$ cat config.mk
export PLATFORM = sky130hd
export DESIGN_NAME = supervisor_reset_watchdog
export DESIGN_NICKNAME = d
export VERILOG_FILES = /design/src/hw/supervisor_pkg.sv /design/src/hw/supervisor_reset_watchdog.sv
export SDC_FILE = /design/constraint.sdc
export NUM_CORES = 1
export LEC_CHECK = 0
export ABC_AREA = 1
export BUFFER_PORTS_ARGS = -buffer_cell sky130_fd_sc_hd__buf_2
export CORE_ASPECT_RATIO = 0.7
export CORE_UTILIZATION = 63
export DETAILED_ROUTE_END_ITERATION = 8
export HOLD_SLACK_MARGIN = 0.03
export PLACE_DENSITY_LB_ADDON = 0.05
export SLEW_MARGIN = 25
export SYNTH_ARGS = -nofsm -noshare
export SYNTH_HDL_FRONTEND = slang
export SYNTH_SLANG_ARGS = --single-unit
$ cat constraint.sdc
create_clock -name CORE_CLK -period 2.1 [get_ports CORE_CLK]
set_input_delay 0.21 -clock CORE_CLK [delete_from_list [all_inputs] [get_ports CORE_CLK]]
set_output_delay 0.21 -clock CORE_CLK [all_outputs]
set_load 0.02 [all_outputs]
$ cat src/hw/supervisor_pkg.sv
// Purpose: Shared constants and state type of the supervisor block.
// Assumes: Timebase clock at 40 MHz; times given in milliseconds.
// Notes: Cycle counts derive from the printed times and the clock rate.
package supervisor_pkg;
    // Timebase
    localparam int CLK_KHZ = 40000;
    localparam int CNT_W = 26;
    // Printed times
    localparam int RELEASE_MS = 200;
    localparam int MIN_PULSE_MS = 140;
    localparam int WDOG_MS = 1600;
    // Derived cycle counts
    localparam logic [CNT_W-1:0] RELEASE_CYCLES =
        CNT_W'(RELEASE_MS * CLK_KHZ);
    localparam logic [CNT_W-1:0] MIN_PULSE_CYCLES =
        CNT_W'(MIN_PULSE_MS * CLK_KHZ);
    localparam logic [CNT_W-1:0] WDOG_CYCLES =
        CNT_W'(WDOG_MS * CLK_KHZ);
    localparam logic [CNT_W-1:0] CNT_ZERO = '0;
    localparam logic [CNT_W-1:0] CNT_ONE = CNT_W'(1);

    // Reset sequencing phases
    typedef enum logic [1:0] {
        PH_HOLD,
        PH_STRETCH,
        PH_RUN
    } phase_t;

    // Complete state of the block
    typedef struct packed {
        phase_t phase;
        logic [CNT_W-1:0] hold_cnt;
        logic [CNT_W-1:0] total_cnt;
        logic rst_n;
        logic pf_n;
        logic kick_prev;
        logic wd_armed;
        logic [CNT_W-1:0] wd_cnt;
        logic wd_expired;
        logic wdo_n;
    } state_t;
endpackage

$ cat src/hw/supervisor_reset_watchdog.sv
// Purpose: Processor supervisor: reset generator, watchdog, power-fail flag.
// Assumes: Supply and auxiliary comparators arrive as synchronous inputs.
// Notes: All durations are counted on CORE_CLK; long counts are parameters.
//
// Behaviour
// - Active-high reset output is always the exact inverse of active-low.
// - Reset holds while supply is low; releases about 200ms after rise.
// - Supply falling low during power-down asserts reset at once.
// - A brownout during normal operation produces a reset pulse.
// - Brownout during a reset pulse restarts the 200ms release delay.
// - Power-fail flag is low when comparator input below 1.25V.
// - Manual reset low starts a reset of at least 140ms.
// - No kick activity within 1.6 seconds drives watchdog output low.
// - Watchdog output stays low until a new kick transition, a floating kick or a reset.
// - Floating kick input keeps the watchdog counter cleared and stopped.
// - Asserted reset keeps the watchdog counter disabled and cleared.
// - First kick transition after reset release starts a 1.6s countdown.
// - Each further kick transition restarts a full-length countdown.
// - Low supply forces the watchdog output low regardless of counter.
// - Supply recovery releases watchdog output high at once.
// - Reset stays asserted 200ms after manual reset or supply recovers.
`timescale 1ns/100ps

module supervisor_reset_watchdog #(
    parameter logic [supervisor_pkg::CNT_W-1:0] RELEASE_CYCLES =
        supervisor_pkg::RELEASE_CYCLES,
    parameter logic [supervisor_pkg::CNT_W-1:0] MIN_PULSE_CYCLES =
        supervisor_pkg::MIN_PULSE_CYCLES,
    parameter logic [supervisor_pkg::CNT_W-1:0] WDOG_CYCLES =
        supervisor_pkg::WDOG_CYCLES
) (
    // Timebase and power-on reset
    input wire logic CORE_CLK,
    input wire logic RESET_N,
    // Analog monitor results
    input wire logic SUPPLY_LOW,
    input wire logic POWERFAIL_COMPARE_IN,
    // Manual reset
    input wire logic MANUAL_RESET_N_IN,
    // Watchdog kick and its float detector
    input wire logic WATCHDOG_KICK_IN,
    input wire logic WATCHDOG_KICK_FLOAT,
    // Reset outputs
    output logic RESET_OUT_N,
    output logic RESET_OUT,
    // Flags
    output logic POWERFAIL_FLAG_N,
    output logic WATCHDOG_TIMEOUT_N
);

    supervisor_pkg::state_t st;
    supervisor_pkg::state_t next_st;
    logic reset_cause;
    logic kick_edge;

    // Reset causes and kick transition detect
    assign reset_cause = SUPPLY_LOW || !MANUAL_RESET_N_IN;
    assign kick_edge = !WATCHDOG_KICK_FLOAT &&
        (WATCHDOG_KICK_IN != st.kick_prev);

    // Next-state logic of the whole block
    always_comb begin
        next_st = st;
        // Total asserted time, saturating at the minimum pulse
        if (st.phase != supervisor_pkg::PH_RUN &&
            st.total_cnt < MIN_PULSE_CYCLES) begin
            next_st.total_cnt = st.total_cnt + supervisor_pkg::CNT_ONE;
        end
        case (st.phase)
            supervisor_pkg::PH_HOLD: begin
                next_st.hold_cnt = supervisor_pkg::CNT_ZERO;
                if (!reset_cause) begin
                    next_st.phase = supervisor_pkg::PH_STRETCH;
                end
            end
            supervisor_pkg::PH_STRETCH: begin
                if (reset_cause) begin
                    // Brownout or button inside the pulse restarts it
                    next_st.phase = supervisor_pkg::PH_HOLD;
                    next_st.hold_cnt = supervisor_pkg::CNT_ZERO;
                end else if (st.hold_cnt >=
                             RELEASE_CYCLES - supervisor_pkg::CNT_ONE &&
                             st.total_cnt >= MIN_PULSE_CYCLES) begin
                    next_st.phase = supervisor_pkg::PH_RUN;
                end else if (st.hold_cnt < RELEASE_CYCLES) begin
                    next_st.hold_cnt = st.hold_cnt +
                        supervisor_pkg::CNT_ONE;
                end
            end
            supervisor_pkg::PH_RUN: begin
                next_st.total_cnt = supervisor_pkg::CNT_ZERO;
                next_st.hold_cnt = supervisor_pkg::CNT_ZERO;
                if (reset_cause) begin
                    // Supply dip or manual press asserts at once
                    next_st.phase = supervisor_pkg::PH_HOLD;
                end
            end
            default: begin
                next_st.phase = supervisor_pkg::PH_HOLD;
            end
        endcase
        // Reset output follows the phase chosen for the next cycle
        next_st.rst_n = (next_st.phase == supervisor_pkg::PH_RUN);
        // Power-fail flag mirrors the auxiliary comparator
        next_st.pf_n = POWERFAIL_COMPARE_IN;
        // Kick history is tracked every cycle, even while the pin floats
        next_st.kick_prev = WATCHDOG_KICK_IN;
        // Watchdog counter
        if (st.phase != supervisor_pkg::PH_RUN) begin
            next_st.wd_armed = 1'b0;
            next_st.wd_cnt = supervisor_pkg::CNT_ZERO;
            next_st.wd_expired = 1'b0;
        end else if (WATCHDOG_KICK_FLOAT) begin
            next_st.wd_armed = 1'b0;
            next_st.wd_cnt = supervisor_pkg::CNT_ZERO;
            next_st.wd_expired = 1'b0;
        end else if (kick_edge) begin
            // Any transition starts or restarts a full countdown
            next_st.wd_armed = 1'b1;
            next_st.wd_cnt = supervisor_pkg::CNT_ZERO;
            next_st.wd_expired = 1'b0;
        end else if (st.wd_armed && !st.wd_expired) begin
            if (st.wd_cnt >=
                WDOG_CYCLES - supervisor_pkg::CNT_ONE) begin
                next_st.wd_expired = 1'b1;
            end else begin
                next_st.wd_cnt = st.wd_cnt + supervisor_pkg::CNT_ONE;
            end
        end
        // Low supply overrides the counter, without a minimum width
        next_st.wdo_n = !(next_st.wd_expired || SUPPLY_LOW);
    end

    // State register with synchronous power-on reset
    always_ff @(posedge CORE_CLK) begin
        if (!RESET_N) begin
            st.phase <= supervisor_pkg::PH_HOLD;
            st.hold_cnt <= supervisor_pkg::CNT_ZERO;
            st.total_cnt <= supervisor_pkg::CNT_ZERO;
            st.rst_n <= 1'b0;
            st.pf_n <= 1'b0;
            st.kick_prev <= 1'b0;
            st.wd_armed <= 1'b0;
            st.wd_cnt <= supervisor_pkg::CNT_ZERO;
            st.wd_expired <= 1'b0;
            st.wdo_n <= 1'b0;
        end else begin
            st <= next_st;
        end
    end

    // Outputs; the high-true reset is the plain complement
    assign RESET_OUT_N = st.rst_n;
    assign RESET_OUT = ~st.rst_n;
    assign POWERFAIL_FLAG_N = st.pf_n;
    assign WATCHDOG_TIMEOUT_N = st.wdo_n;
endmodule // supervisor_reset_watchdog

# Word-level counts from Yosys, hierarchy flattened
# Cells that the tools add are included.
# Widths: inputs -> output; s select.
word_totals:
  elab_cells: 59
  output_inout_bits: 4
  regBits: 86
  input_bits: 7
classes:
  n_addsub: 3
  bitwise: 3
  n_lt_le_gt_ge: 5
  n_eq_ne: 7
  muxes: 13
  n_reduce_logical: 18
op_table:
  columns: ["cell", "count"]
  rows:
  - ["$add 26x1->26 const B", 3]
  - ["$ge 26x23->1 const B", 2]
  - ["$lt 26x23->1 const B", 2]
  - ["$mux 26", 2]
  - ["$pmux 26 s2", 1]
  - ["$mux 28", 1]
  - ["$ge 26x26->1 const B", 1]
  - ["$mux 2", 3]
  - ["$ne 3x3->1 const B", 2]
  - ["$pmux 2 s3", 1]
  - ["$mux 1", 5]
  - ["$eq 2x2->1 const B", 2]
  - ["$logic_and 1x1->1", 4]
  - ["$logic_not 1->1", 4]
  - ["$reduce_or 2->1", 2]
  - ["$reduce_or 4->1", 1]
  - ["$not 1->1", 3]
  - ["$reduce_and 3->1", 1]
  - ["$reduce_or 3->1", 1]
  - ["$eq 2x1->1 const B", 1]
  - ["$logic_not 2->1", 1]
  - ["$logic_or 1x1->1", 2]
  - ["$ne 2x2->1 const B", 1]
  - ["$reduce_and 2->1", 1]
  - ["2 further kinds", 2]

# Logic depth before layout (Yosys ltp)
logic_depth:
  depth_word: 8
  mapped_depth: 15
  depth_no_buf: 13

# Worst setup path after synthesis
# OpenSTA, ideal clock, no wires.
synth_path:
  path_kind: "register to register"
  from: "register st[58] in the netlist's numbering"
  to: "register st[58] in the netlist's numbering"
  arrival_time_ns: 1.624
  required_time_ns: 1.987
  setup_slack_ns: 0.363
  synth_period_minus_slack_ns: 1.737
  setup_ns: 0.113
  stages_incl_launch_ff: 14
  path_buffers: 1
  cell_sequence: "dfxtp_1 -> ha_1 -> nand2_2 -> nor2_4 -> nand3_1 -> nand2_1 -> nand2_1 -> nand3_2 -> nand2_4 -> nand2_8 -> nand2_4 -> buf_6 -> nor2_1 -> nor2_1"
synth_via:
  elab_chain_cells: 5
  word_cells_on_any_way: 11
  classes_between: "1 x add/sub; 2 x order compare; 2 x eq/ne; 4 x mux; 2 x reduce/logical"
synth_rtl:
  columns: ["element", "line_no", "source"]
  rows:
  - ["start: declaration", "supervisor_reset_watchdog.sv:51", "supervisor_pkg::state_t st;"]
  - ["start signal: assignment", "supervisor_reset_watchdog.sv:148", "st <= next_st;"]
  - ["$add 26x1->26", "supervisor_reset_watchdog.sv:86", "next_st.hold_cnt = st.hold_cnt +"]
  - ["$mux 26", "supervisor_reset_watchdog.sv:85", "end else if (st.hold_cnt < RELEASE_CYCLES) begin"]
  - ["$mux 26", "supervisor_reset_watchdog.sv:81", "end else if (st.hold_cnt >="]
  - ["$mux 28", "supervisor_reset_watchdog.sv:77", "if (reset_cause) begin"]
  - ["$pmux 26 s2", "supervisor_reset_watchdog.sv:69", "case (st.phase)"]
# Several ways; a longest one is shown, not always the timed one. The select of a mux whose other input is x is not followed.
# A chain may end at the register's enable or synchronous reset.

# Worst setup path after layout
layout_path:
  from: "register st[2] in the netlist's numbering"
  to: "register st[1] in the netlist's numbering"
layout_via:
  elab_chain_cells: 6
layout_rtl:
  columns: ["element", "line_no", "source"]
  rows:
  - ["$ge 26x26->1", "supervisor_reset_watchdog.sv:123", "if (st.wd_cnt >="]
  - ["$mux 1", "supervisor_reset_watchdog.sv:123", null]
  - ["$mux 1", "supervisor_reset_watchdog.sv:122", "end else if (st.wd_armed && !st.wd_expired) begin"]
  - ["$mux 1", "supervisor_reset_watchdog.sv:117", "end else if (kick_edge) begin"]
  - ["$mux 1", "supervisor_reset_watchdog.sv:113", "end else if (WATCHDOG_KICK_FLOAT) begin"]
  - ["$mux 1", "supervisor_reset_watchdog.sv:109", "if (st.phase != supervisor_pkg::PH_RUN) begin"]
# Every way passes these cells.

==> run_summary.xml <==
<?xml version="1.0" encoding="UTF-8"?>
<metrics>
  <group name="outcome">
    <metric name="status" unit="">completed</metric>
  </group>
  <group name="critical_path">
    <metric name="worstSetupStartpointType" unit="">register</metric>
    <metric name="crit_cells" unit="">11</metric>
    <metric name="r2r_slack" unit="ns">0.22</metric>
    <metric name="cp_max_fo" unit="">23</metric>
    <metric name="critical-path-top-cell-by-count" unit="">sky130_fd_sc_hd__nand2_1</metric>
    <metric name="rr_startpoint" unit="">st[2]</metric>
    <metric name="worst_path_dominant_cell_family" unit="">simple AND/OR/NAND/NOR gates</metric>
    <metric name="cp_arrival" unit="ns">2.16</metric>
    <metric name="cp.buffers_inverters" unit="">2</metric>
    <metric name="worst_setup_path_startpoint" unit="">st[2]</metric>
    <metric name="crit_path_max_incr_delay" unit="ns">0.36</metric>
    <metric name="crit_chain" unit="">ha_1, inv_1, nor2_2, nand2_2, nor2_4, nand3_1, nand2_1, inv_4, o21bai_4, nand2_1, nor2_1</metric>
    <metric name="cp.required" unit="ns">2.38</metric>
    <metric name="rr_endpoint" unit="">st[1]</metric>
    <metric name="crit_path_top_delay_cell" unit="">sky130_fd_sc_hd__dfxtp_1</metric>
    <metric name="criticalPathCategory" unit="">register to register</metric>
    <metric name="r2r_cells" unit="">11</metric>
    <metric name="setup.worst_path.end_class" unit="">register</metric>
    <metric name="timing.critical_path.to" unit="">st[1]</metric>
  </group>
  <group name="flow_run">
    <metric name="maxCapViolCount" unit="">0</metric>
  </group>
  <group name="placed_design">
    <metric name="post-dp-hpwl" unit="µm">9913</metric>
    <metric name="place.port_buffers" unit="">10</metric>
    <metric name="final_replace_weighted_congestion" unit="">1.024</metric>
  </group>
  <group name="synthesis">
    <metric name="synth_top_flop_cell" unit="">sky130_fd_sc_hd__dfxtp_1</metric>
    <metric name="synthMostInstantiatedCell" unit="">sky130_fd_sc_hd__nand2_1</metric>
    <metric name="async_reset_ff_frac" unit="">0</metric>
    <metric name="netlist_top_cells_area" unit="">sky130_fd_sc_hd__dfxtp_1, sky130_fd_sc_hd__nand2_1, sky130_fd_sc_hd__nor2_1</metric>
    <metric name="yosysWarningCount" unit="">0</metric>
    <metric name="count_of_unique_library_cells_instantiated_by_yosys" unit="">34</metric>
    <metric name="synthesis.area_per_instance" unit="µm²">6.262</metric>
    <metric name="netlist_area" unit="µm²">5348</metric>
    <metric name="synth_nets" unit="">865</metric>
    <metric name="postSynthCellCount" unit="">854</metric>
    <metric name="synth_area_leader_cell" unit="">sky130_fd_sc_hd__dfxtp_1</metric>
    <metric name="number_of_enable_flip_flop_cells_after_synthesis" unit="">0</metric>
    <metric name="yosys-top-cells-count" unit="">sky130_fd_sc_hd__nand2_1, sky130_fd_sc_hd__nor2_1, sky130_fd_sc_hd__dfxtp_1</metric>
    <metric name="synth_top_area_share" unit="">0.3219</metric>
    <metric name="yosys_register_bits" unit="">86</metric>
    <metric name="synth_seq_area_share" unit="">0.3219</metric>
  </group>
  <group name="floorplan">
    <metric name="floorplan.io_pins" unit="">11</metric>
    <metric name="num_rows" unit="">27</metric>
    <metric name="die_width" unit="µm">112.1</metric>
    <metric name="total_die_area" unit="µm²">8867</metric>
    <metric name="die_height" unit="µm">79.09</metric>
    <metric name="initial_utilization" unit="">0.6651</metric>
    <metric name="core-area" unit="µm²">8040</metric>
  </group>
  <group name="min_path">
    <metric name="hold_path_depth" unit="">3</metric>
    <metric name="hp-class" unit="">input pin to register</metric>
  </group>
  <group name="route">
    <metric name="residual_drc_count" unit="">0</metric>
    <metric name="drt-wirelength-per-cell" unit="µm">14.04</metric>
    <metric name="detailedRoute.firstIterationViolations" unit="">492</metric>
    <metric name="drt_wl_total" unit="µm">13610</metric>
    <metric name="routed-via-count" unit="">5556</metric>
    <metric name="postRouteAntennaNets" unit="">0</metric>
    <metric name="route.detailed.vias_per_inst" unit="">5.734</metric>
    <metric name="drt_pass1_iterations" unit="">6</metric>
  </group>
  <group name="global_routing">
    <metric name="largest_net_degree_at_the_start_of_global_routing" unit="">32</metric>
    <metric name="first_global_vias" unit="">5124</metric>
    <metric name="grt_util_all_layers" unit="">0.3299</metric>
    <metric name="first_pass_grt_wire_length" unit="µm">23450</metric>
    <metric name="grt_antenna_before_repair" unit="">0</metric>
    <metric name="global_route.overflow_total" unit="">0</metric>
  </group>
  <group name="clocking">
    <metric name="clock_path_buffers" unit="">2</metric>
    <metric name="clk_pin_slew" unit="ns">0.06</metric>
    <metric name="clock_tree.root_cell" unit="">sky130_fd_sc_hd__clkbuf_16</metric>
    <metric name="tritoncts.num_buffers" unit="">9</metric>
    <metric name="clock_sinks" unit="">86</metric>
    <metric name="cts.hold.buffers_added" unit="">0</metric>
    <metric name="tritoncts" unit="">built</metric>
    <metric name="cts_htree_levels" unit="">3</metric>
    <metric name="clk-insertion-delay-late" unit="ns">0.34</metric>
  </group>
  <group name="timing">
    <metric name="finClkSkew" unit="ns">0.006392</metric>
    <metric name="maxSlewHeadroom" unit="">0.6501</metric>
    <metric name="worst_pin_slew" unit="ns">0.5208</metric>
    <metric name="final_hold_viols" unit="">0</metric>
    <metric name="clock.fmax" unit="MHz">531.7</metric>
    <metric name="grt_setup_unrepaired" unit="">no</metric>
    <metric name="finalWorstPathRequiredPeriod" unit="ns">1.881</metric>
    <metric name="period_share" unit="">0.8955</metric>
    <metric name="slew_violations" unit="">0</metric>
    <metric name="finalSetupViolCount" unit="">0</metric>
    <metric name="setup_tns" unit="ns">0</metric>
  </group>
  <group name="power_and_ir_drop">
    <metric name="power-per-cell-area" unit="nW/µm²">549.9</metric>
    <metric name="power_leakage" unit="nW">2.213</metric>
    <metric name="totalPowerFinal" unit="mW">3.189</metric>
    <metric name="vdd_drop_max" unit="V">0.0004217</metric>
  </group>
  <group name="finish">
    <metric name="layout-area-overhead-vs-synth" unit="%">8.446</metric>
    <metric name="layout.nets" unit="">874</metric>
    <metric name="final_layout_size_suffix_gt1_frac" unit="">0.08410</metric>
    <metric name="antenna_cells" unit="">0</metric>
  </group>
</metrics>
## power breakdown
part / leakage, nW / switching (mW) / total (mW) / internal (mW)
sequential: 0.694 / 0.00651 / 1.65 / 1.64
combinational: 1.38 / 0.0602 / 0.0829 / 0.0227
clock: 0.139 / 0.636 / 1.46 / 0.823
total: 2.21 / 0.703 / 3.19 / 2.49
## cell type report
| class | count | area (µm²) |
|---|---|---|
| multi-input combinational | 645 | 3147 |
| fill | 713 | 2241 |
| sequential | 86 | 1722 |
| inverter | 93 | 351.6 |
| clock buffer | 11 | 242.7 |
| timing repair buffer | 28 | 185.2 |
| tap | 101 | 126.4 |
| clock inverter | 5 | 25.02 |
## flip-flops by register name, summed over array words and instances, names as in the netlist
| signal | count |
|---|---|
| POWERFAIL_FLAG_N | 1 |
| RESET_OUT_N | 1 |
| WATCHDOG_TIMEOUT_N | 1 |
| st | 83 |
## cells by family (layout without fill, tap and decap cells)
kind of cell	count (synthesis)	in the layout	synth area share
XOR/XNOR	37	37	0.06060
buffers and inverters	123	137	0.09616
AND/OR/NAND/NOR	512	512	0.4226
flip-flops	86	86	0.3219
adder cells (fa/ha/maj)	4	4	0.009359
AO/OA/AOI/OAI	92	92	0.08938
## worst min-delay path, cell delays in order
cell and delay [ns]:
sky130_fd_sc_hd__buf_2 0.07, sky130_fd_sc_hd__nand2_1 0.04, sky130_fd_sc_hd__inv_1 0.04
## layer usage
metal | vias up | GRT usage | share of wire
li1 | 2766 | - | -
met1 | 2507 | 0.4316 | 0.46
met2 | 252 | 0.5224 | 0.44
met3 | 31 | 0.08626 | 0.083
met4 | 0 | 0.1307 | 0.023
met5 | - | 0 | 0
## through the flow
step	std cells	area [µm²]	hold slack [ns]	util	setup slack, ns
final	969	5799	0.05346	0.7213	0.2194
after global routing	969	5799	0.08331	0.7213	0.01304
after CTS	968	5754	0.04637	0.7157	0.04323
after detailed placement	952	5487	0.3971	0.6824	0.06933
after global placement	952	5487	0.3922	0.6824	0.1679
after floorplan	854	5348	0.3035	-	0.3628
## cell usage in the layout (no fill, tap or decap), types with 7 or more instances in the layout
cell	netlist	routed
sky130_fd_sc_hd__nand2_1	233	233
sky130_fd_sc_hd__nor2_1	114	113
sky130_fd_sc_hd__dfxtp_1	86	86
sky130_fd_sc_hd__inv_1	85	85
sky130_fd_sc_hd__nand3_1	81	81
sky130_fd_sc_hd__a21oi_1	67	67
sky130_fd_sc_hd__nor3_1	34	34
sky130_fd_sc_hd__xor2_1	30	30
sky130_fd_sc_hd__nand4_1	21	21
sky130_fd_sc_hd__o21ai_0	20	20
sky130_fd_sc_hd__buf_4	5	18
sky130_fd_sc_hd__buf_2	8	10
sky130_fd_sc_hd__clkbuf_16	0	9
sky130_fd_sc_hd__inv_2	8	7
sky130_fd_sc_hd__xnor2_1	7	7
## worst min path at each step
stage	slack [ns]	start	to
6_report	0.05	POWERFAIL_COMPARE_IN	POWERFAIL_FLAG_N
5_1_grt	0.08	POWERFAIL_COMPARE_IN	POWERFAIL_FLAG_N
4_1_cts	0.05	POWERFAIL_COMPARE_IN	POWERFAIL_FLAG_N
3_5_place_dp	0.40	POWERFAIL_COMPARE_IN	POWERFAIL_FLAG_N
3_3_place_gp	0.39	POWERFAIL_COMPARE_IN	POWERFAIL_FLAG_N
2_1_floorplan	0.30	WATCHDOG_KICK_IN	st[29]
## timing repair
| item | 4_1_cts | 5_1_grt |
|---|---|---|
| buffers inserted | 0 | 1 |
| setup endpoints to repair | 0 | 38 |
| resized for setup | 0 | 7 |
| endpoints found under the hold margin | 0 | 0 |
Power figures use the tool's default switching activity.
